`src/hdl/rre_pkg.sv`:
```
// Overview of operation
// - interrupt return pops stack, loads pc, two cycles
// - interrupt return sets enable bit 7, no flags
// - subroutine return pops stack into pc, two cycles
// - literal return loads w and pc, two cycles
// - rotate left through carry, single cycle
// - destination bit picks w or file register
// - rotate right through carry, same destination choice
`default_nettype none
package rre_pkg;
    // ==================================================
    // widths and encodings
    localparam int DATA_W = 8;
    localparam int PC_W = 15;
    localparam int SP_W = 4;
    localparam int FADDR_W = 7;
    localparam int GIE_BIT = 7;
    localparam int RETURN_CYCLES = 2;
    localparam logic [SP_W-1:0] SP_RESET = 4'hf;
    localparam logic [PC_W-1:0] PC_RESET = 15'h0000;
    localparam logic [DATA_W-1:0] W_RESET = 8'h00;

    typedef enum logic [2:0] {
        RRE_OP_NONE,
        RRE_OP_RET_INT,
        RRE_OP_RET_SUB,
        RRE_OP_RET_LIT,
        RRE_OP_ROT_LEFT,
        RRE_OP_ROT_RIGHT
    } rre_op_t;

    typedef enum logic {
        RRE_ST_IDLE,
        RRE_ST_FLUSH
    } rre_state_t;
endpackage : rre_pkg
`default_nettype wire

```
`src/hdl/rre_exec.sv`:
```
`timescale 1ns/1ps
`default_nettype none
module rre_exec #(
    parameter int DATA_W = rre_pkg::DATA_W,
    parameter int PC_W = rre_pkg::PC_W,
    parameter int SP_W = rre_pkg::SP_W,
    parameter int FADDR_W = rre_pkg::FADDR_W
) (
    input wire logic mclk,
    input wire logic srst,
    // one-cycle instruction strobe with its decoded fields
    input wire logic instr_valid,
    input wire rre_pkg::rre_op_t instr_op,
    input wire logic [DATA_W-1:0] instr_literal,
    input wire logic [FADDR_W-1:0] instr_faddr,
    input wire logic instr_dest,
    // surrounding core state
    input wire logic [PC_W-1:0] top_of_return_stack,
    input wire logic [DATA_W-1:0] file_rdata,
    input wire logic carry_in,
    input wire logic [DATA_W-1:0] interrupt_control_register,
    output logic busy,
    output logic [PC_W-1:0] pc,
    output logic [SP_W-1:0] stack_ptr,
    output logic [DATA_W-1:0] w_reg_out,
    output logic carry_we,
    output logic carry_out,
    output logic file_we,
    output logic [FADDR_W-1:0] file_waddr,
    output logic [DATA_W-1:0] file_wdata,
    output logic interrupt_control_register_we,
    output logic [DATA_W-1:0] interrupt_control_register_wdata,
    output logic pc_load
);
    // ==================================================
    // rotate datapath
    logic [DATA_W-1:0] rot_result;
    logic rot_carry;
    logic is_rot;
    logic is_ret;

    rre_rotate #(.DATA_W(DATA_W)) u_rotate (
        .src(file_rdata),
        .carry_in(carry_in),
        .dir_right(instr_op == rre_pkg::RRE_OP_ROT_RIGHT),
        .result(rot_result),
        .carry_out(rot_carry)
    );

    // ==================================================
    // execution state
    rre_pkg::rre_state_t state_reg, state_next;
    logic busy_reg, busy_next;
    logic [PC_W-1:0] pc_reg, pc_next;
    logic pcl_reg, pcl_next;
    logic [SP_W-1:0] sp_reg, sp_next;
    logic [DATA_W-1:0] w_reg, w_next;
    logic carry_we_reg, carry_we_next;
    logic carry_reg, carry_next;
    logic fwe_reg, fwe_next;
    logic [FADDR_W-1:0] faddr_reg, faddr_next;
    logic [DATA_W-1:0] fdata_reg, fdata_next;
    logic iwe_reg, iwe_next;
    logic [DATA_W-1:0] idata_reg, idata_next;
    logic take_ret;
    logic take_rot;

    // ==================================================
    // instruction decode
    // a strobe seen in the second cycle of a return is dropped, not queued
    always_comb begin
        is_rot = (instr_op == rre_pkg::RRE_OP_ROT_LEFT) ||
                 (instr_op == rre_pkg::RRE_OP_ROT_RIGHT);
        is_ret = (instr_op == rre_pkg::RRE_OP_RET_INT) ||
                 (instr_op == rre_pkg::RRE_OP_RET_SUB) ||
                 (instr_op == rre_pkg::RRE_OP_RET_LIT);
        take_ret = instr_valid && is_ret &&
                   (state_reg == rre_pkg::RRE_ST_IDLE);
        take_rot = instr_valid && is_rot &&
                   (state_reg == rre_pkg::RRE_ST_IDLE);
    end

    // ==================================================
    // sequencing: program counter, stack pointer, second cycle
    always_comb begin
        state_next = state_reg;
        pc_next = pc_reg;
        pcl_next = 1'b0;
        sp_next = sp_reg;
        unique case (state_reg)
            rre_pkg::RRE_ST_IDLE: begin
                if (take_ret) begin
                    pc_next = top_of_return_stack;
                    pcl_next = 1'b1;
                    // an empty stack wraps: the pointer has no guard
                    sp_next = sp_reg - SP_W'(1);
                    // second cycle flushes the word already fetched
                    state_next = rre_pkg::RRE_ST_FLUSH;
                end
            end
            rre_pkg::RRE_ST_FLUSH: begin
                state_next = rre_pkg::RRE_ST_IDLE;
            end
        endcase
        busy_next = (state_next == rre_pkg::RRE_ST_FLUSH);
    end

    always_ff @(posedge mclk) begin
        if (srst) begin
            state_reg <= rre_pkg::RRE_ST_IDLE;
            busy_reg <= 1'b0;
            pc_reg <= PC_W'(rre_pkg::PC_RESET);
            pcl_reg <= 1'b0;
            sp_reg <= SP_W'(rre_pkg::SP_RESET);
        end else begin
            state_reg <= state_next;
            busy_reg <= busy_next;
            pc_reg <= pc_next;
            pcl_reg <= pcl_next;
            sp_reg <= sp_next;
        end
    end

    // ==================================================
    // working register
    always_comb begin
        w_next = w_reg;
        if (take_ret && (instr_op == rre_pkg::RRE_OP_RET_LIT)) begin
            w_next = instr_literal;
        end else if (take_rot && !instr_dest) begin
            w_next = rot_result;
        end
    end

    always_ff @(posedge mclk) begin
        if (srst) begin
            w_reg <= DATA_W'(rre_pkg::W_RESET);
        end else begin
            w_reg <= w_next;
        end
    end

    // ==================================================
    // carry flag
    always_comb begin
        carry_we_next = 1'b0;
        carry_next = carry_reg;
        // returns touch no arithmetic flag: carry_we stays low
        if (take_rot) begin
            carry_we_next = 1'b1;
            carry_next = rot_carry;
        end
    end

    always_ff @(posedge mclk) begin
        if (srst) begin
            carry_we_reg <= 1'b0;
            carry_reg <= 1'b0;
        end else begin
            carry_we_reg <= carry_we_next;
            carry_reg <= carry_next;
        end
    end

    // ==================================================
    // file register write-back
    always_comb begin
        fwe_next = 1'b0;
        faddr_next = faddr_reg;
        fdata_next = fdata_reg;
        if (take_rot && instr_dest) begin
            fwe_next = 1'b1;
            faddr_next = instr_faddr;
            fdata_next = rot_result;
        end
    end

    always_ff @(posedge mclk) begin
        if (srst) begin
            fwe_reg <= 1'b0;
            faddr_reg <= '0;
            fdata_reg <= '0;
        end else begin
            fwe_reg <= fwe_next;
            faddr_reg <= faddr_next;
            fdata_reg <= fdata_next;
        end
    end

    // ==================================================
    // interrupt control write
    // read-modify-write of the supplied value: only the enable bit moves
    always_comb begin
        iwe_next = 1'b0;
        idata_next = idata_reg;
        if (take_ret && (instr_op == rre_pkg::RRE_OP_RET_INT)) begin
            iwe_next = 1'b1;
            idata_next = interrupt_control_register;
            idata_next[rre_pkg::GIE_BIT] = 1'b1;
        end
    end

    always_ff @(posedge mclk) begin
        if (srst) begin
            iwe_reg <= 1'b0;
            idata_reg <= '0;
        end else begin
            iwe_reg <= iwe_next;
            idata_reg <= idata_next;
        end
    end

    // ==================================================
    // outputs, all registered
    always_comb begin
        busy = busy_reg;
        pc = pc_reg;
        stack_ptr = sp_reg;
        w_reg_out = w_reg;
        carry_we = carry_we_reg;
        carry_out = carry_reg;
        file_we = fwe_reg;
        file_waddr = faddr_reg;
        file_wdata = fdata_reg;
        interrupt_control_register_we = iwe_reg;
        interrupt_control_register_wdata = idata_reg;
        pc_load = pcl_reg;
    end
endmodule : rre_exec
`default_nettype wire

```
`src/hdl/rre_rotate.sv`:
```
`timescale 1ns/1ps
`default_nettype none
module rre_rotate #(
    parameter int DATA_W = 8
) (
    input wire logic [DATA_W-1:0] src,
    input wire logic carry_in,
    input wire logic dir_right,
    output logic [DATA_W-1:0] result,
    output logic carry_out
);
    always_comb begin
        if (dir_right) begin
            result = {carry_in, src[DATA_W-1:1]};
            carry_out = src[0];
        end else begin
            result = {src[DATA_W-2:0], carry_in};
            carry_out = src[DATA_W-1];
        end
    end
endmodule : rre_rotate
`default_nettype wire

```
`config.mk`:
```
export PLATFORM = sky130hd
export DESIGN_NAME = rre_exec
export DESIGN_NICKNAME = d
export VERILOG_FILES = /design/src/hdl/rre_pkg.sv /design/src/hdl/rre_exec.sv /design/src/hdl/rre_rotate.sv
export SDC_FILE = /design/constraint.sdc
export NUM_CORES = 1
export LEC_CHECK = 0
export ABC_CLOCK_PERIOD_IN_PS = 1430
export BUFFER_PORTS_ARGS = -buffer_cell sky130_fd_sc_hd__buf_2
export CORE_MARGIN = 8
export CORE_UTILIZATION = 41
export DETAILED_ROUTE_END_ITERATION = 6
export PLACE_DENSITY = 0.75
export SLEW_MARGIN = 5
export SYNTH_ARGS = -nofsm -noshare
export SYNTH_HDL_FRONTEND = slang
export SYNTH_SLANG_ARGS = --single-unit
export TNS_END_PERCENT = 50
```
`constraint.sdc`:
```
create_clock -name mclk -period 1.43 [get_ports mclk]
set_clock_uncertainty 0.2 [all_clocks]
set_input_delay 0.286 -clock mclk [delete_from_list [all_inputs] [get_ports mclk]]
set_output_delay 0.286 -clock mclk [all_outputs]
set_load 0.01 [all_outputs]
```
# --- Word-level counts from Yosys, hierarchy flattened ---
# Cells that the tools add are included.
word_totals:
  reg_bits: 56
  input_bits: 54
  output_inout_bits: 56
  elab_cells: 43
classes:
  addsub: 1
  eq_ne: 5
  mux: 9
  n_bitwise: 1
  n_reduce_logical: 15
op_table:
  columns: ["cell", "count"]
  rows:
  - ["two-way mux 8 bit", 3]
  - ["logical AND 1 bit", 8]
  - ["== test 3 x 2 -> 1 bit, second input constant", 2]
  - ["== test 3 bit, second input constant", 2]
  - ["two-way mux 1 bit", 5]
  - ["subtractor 4 x 1 -> 4 bit, second input constant", 1]
  - ["== test 3 x 1 -> 1 bit, second input constant", 1]
  - ["logical OR 1 bit", 3]
  - ["case mux 1 bit (2 select lines)", 1]
  - ["AND reduction 2 bit", 1]
  - ["nonzero test 2 bit", 1]
  - ["OR reduction 2 bit", 1]
  - ["zero test 1 bit", 1]
  - ["inverter 1 bit", 1]

# --- Depth between registers and ports, before layout ---
depth:
  depth_word: 7
  depth_mapped: 6
  ltp_nobuf: 5

# --- Hierarchy ---
# A second synthesis with hierarchy kept.
hier_totals:
  hier_cells: 255
  area_unflattened_um2: 2247.2
modules_own_cells:
  columns: ["module", "n_inst", "cells_each", "area_each_um2", "seq_area_each_um2"]
  rows:
  - ["rre_exec", 1, 245, 2100.8, 1101.1]
  - ["rre_rotate", 1, 10, 146.4, 0.0]

# --- Worst setup path before layout ---
# Ideal clock, no wire load.
synth_path:
  kind: "register to register"
  start: "register, netlist name busy"
  end: "register fdata_reg[1], in the netlist file_wdata[1]"
  setup_ns: 0.142
  t_arrival_ns: 1.234
  required_time_ns: 1.088
  slack_ns: -0.145
  stages_incl_launch_ff: 7
  path_buffers: 2
  synth_period_minus_slack_ns: 1.575
  cell_sequence: "dfxtp_1 and4bb_4 and2_4 buf_6 buf_6 nor2_1 a211oi_2"
synth_lines:
  columns: ["item", "line", "text"]
  rows:
  - ["to (signal assigned)", "rre_exec.sv:186", "fdata_reg <= fdata_next;"]
  - ["to (decl)", "rre_exec.sv:62", "logic [DATA_W-1:0] fdata_reg, fdata_next;"]

==> summary.txt <==
Post-DRT Antenna Nets = 0
Die area = 8200 um^2
Fill cells = 477
Slowest cell on crit path = dfxtp_4
Number of global-route vias before repair = 2262
Synth top area share = 0.483
Fin. Hold Viols = 0
Mapped Area = 2280 um^2
Avg Vias per Cell = 4.80
Initial antenna violation count = 0
Pwr Density = 883 nW/um^2
Period utilization = 1.08
Total vias in the final route = 2186
Final WS setup = -113 ps
Grt total ovfl = 0
Drt first pass iters = 4
Total GRT Usage = 0.159
Max rail drop VDD = 0.512 mV
Cell area after placement = 3120 um^2
Nets@finish = 437
Initial Util = 0.419
Register area = 1110 um^2
Area grow syn2layout = 53.7%
Largest net degree at the start of global routing = 19
Die W = 90.5 um
Max reg flops = 15
Critical path's largest stage delay = 370 ps
Actual slew at the worst max-slew pin = 372 ps
Routability cong. = 0.905
Synth Warn # = 0
Design area = 3500 um^2
Final Max Tran Viols = 0
Layout cells sized above 1 = 0.530
Row Count = 27
Chip height = 90.5 um
FMAX = 0.648 GHz
Total CTS buffers = 5
Crit Path Category = flip-flop to flip-flop
Total core area = 5440 um^2
Clock slew at reported path FFs = 100 ps
I/O Pins = 110
Diode count = 0
Power, Total = 0.00309 W
Top cells by area, synth = dfxtp_1, nand2_1, mux2i_1, a21oi_1, a211oi_2
Clock sink count = 55
Clk Latency, worst-skew pair = 300 ps
CTS HTree Levels = 2
Mean Syn Cell Area = 9.22 um^2
Crit path buf inv count = 2
CP top delay family = simple AND/OR/NAND/NOR gates
Outcome = complete, but fails checks
Critical Path Fanout Max = 8
Leakage power = 1.65 nW
Tmin final = 1540 ps
Type of origin of the critical path = flip-flop
First-pass GRT wire length = 10900 um
CTS tree = yes
Setup crit end kind = flip-flop
Unique masters post-synth = 32
WP data required = 1420 ps
Crit path cell chain = nor3b_4 > buf_6 > and2_4 > buf_12 > xnor2_2 > nand2b_1
Slew headroom = 0.752
Register area share after synthesis = 0.483
Final setup viols = 45
RSZ-0062 raised after global routing = true
Arrival time at the worst endpoint = 1540 ps
I/O Buffers = 108
Type of the most critical hold path = primary input to flip-flop
Leading area contributor after synthesis = dfxtp_1
Cell count after synthesis = 247
MaxCap Viol Count = 0
Clock buffer depth = 2
DRC = 0
Multi-input combinational cell area = 1210 um^2
Failing checks = negative setup slack
Fin util = 0.644
Syn Nets = 302
DR iter-0 viols = 54
Flops & latches, synth = 55
Routed wire length = 6800 um
WL per Instance = 15.0 um
Setup TNS Final = -2320 ps
Root Driver = clkbuf_8
HPWL Detailed = 4840 um
==> synth_stat cells, drive strengths merged <==
cell,instances
ha,1
mux2i,16
nand3b,1
a211oi,9
nor3,9
or2,1
nor3b,2
nor2,19
and4bb,1
and2,3
a21oi,31
xnor2,1
clkbuf,7
and3b,2
nand2,55
nand3,3
o21ai,1
nand2b,3
nor2b,2
buf,10
dfxtp,55
xor2,2
or3b,1
a211o,9
inv,3
==> per-stage QoR <==
stage | setup WS (ps) | std cells | hold WS, ps
floorplan | -76.7 | 247 | 208
global placement | -237 | 439 | 230
detailed placement | -247 | 439 | 235
CTS | -119 | 454 | 0.843
global route | -177 | 455 | 10.0
finish | -113 | 455 | 5.02
==> where the power goes <==
group	switching (W)	internal (W)
sequential	0.0000274	0.00158
combinational	0.000269	0.000278
clock	0.000490	0.000443
==> worst paths after layout <==
path	start	to	slack (ps)	depth (start not counted)
worst max-delay path	busy	stack_ptr[0]	-110	6
worst min-delay path	top_of_return_stack[10]	pc[10]	5	3
worst max register to register	busy	stack_ptr[0]	-110	6
worst min register to register	interrupt_control_register_wdata[7]	interrupt_control_register_wdata[7]	250	2
==> layer usage <==
metal  wire [um]  part of all wire  GRT usage
met1        2910              0.43      0.183
met2        3390              0.50      0.272
met3         379             0.056     0.0515
met4         122             0.018     0.0485
met5           0                 0          0
==> cell usage in the layout (no fill, tap or decap), types with 9 or more instances in the layout <==
cell and instances:
a211o_1 9, a21oi_1 14, a21oi_2 17, buf_2 106, buf_4 20, dfxtp_1 53, mux2i_1 16, nand2_1 41
nand2_4 10, nor2_1 19, nor3_1 9
==> cell type report <==
type                       instances  area share
multi-input combinational        173       0.346
timing repair buffer             144       0.280
tap                               72      0.0257
inverter                           3     0.00322
sequential                        55       0.316
clock buffer                       8      0.0286
==> kinds of logic (layout without fill, tap and decap cells) <==
| logic type | Yosys count | in the layout | synth area share |
|---|---|---|---|
| fa+ha+maj | 1 | 1 | 0.00549 |
| simple gates | 102 | 103 | 0.210 |
| xor+xnor | 3 | 3 | 0.0115 |
| compound gates | 50 | 50 | 0.165 |
| buf+inv | 20 | 155 | 0.0544 |
| mux | 16 | 16 | 0.0703 |
| flops | 55 | 55 | 0.483 |
==> worst min-delay path, delay by kind of cell <==
kind | cells | cell delay, ps
simple gates | 1 | 40
buf+inv | 1 | 90
compound gates | 1 | 50
==> what timing repair did <==
item / in CTS / in global routing
resized for setup: 19 / 29
endpoints found under the setup margin: 48 / 54
buffers inserted: 3 / 0
hold buffers: 2 / 0
hold endpoints to repair: 2 / 0
pin swaps: 8 / 18
gates cloned: 2 / 1
Note: power is estimated with default switching activity, not from simulation.
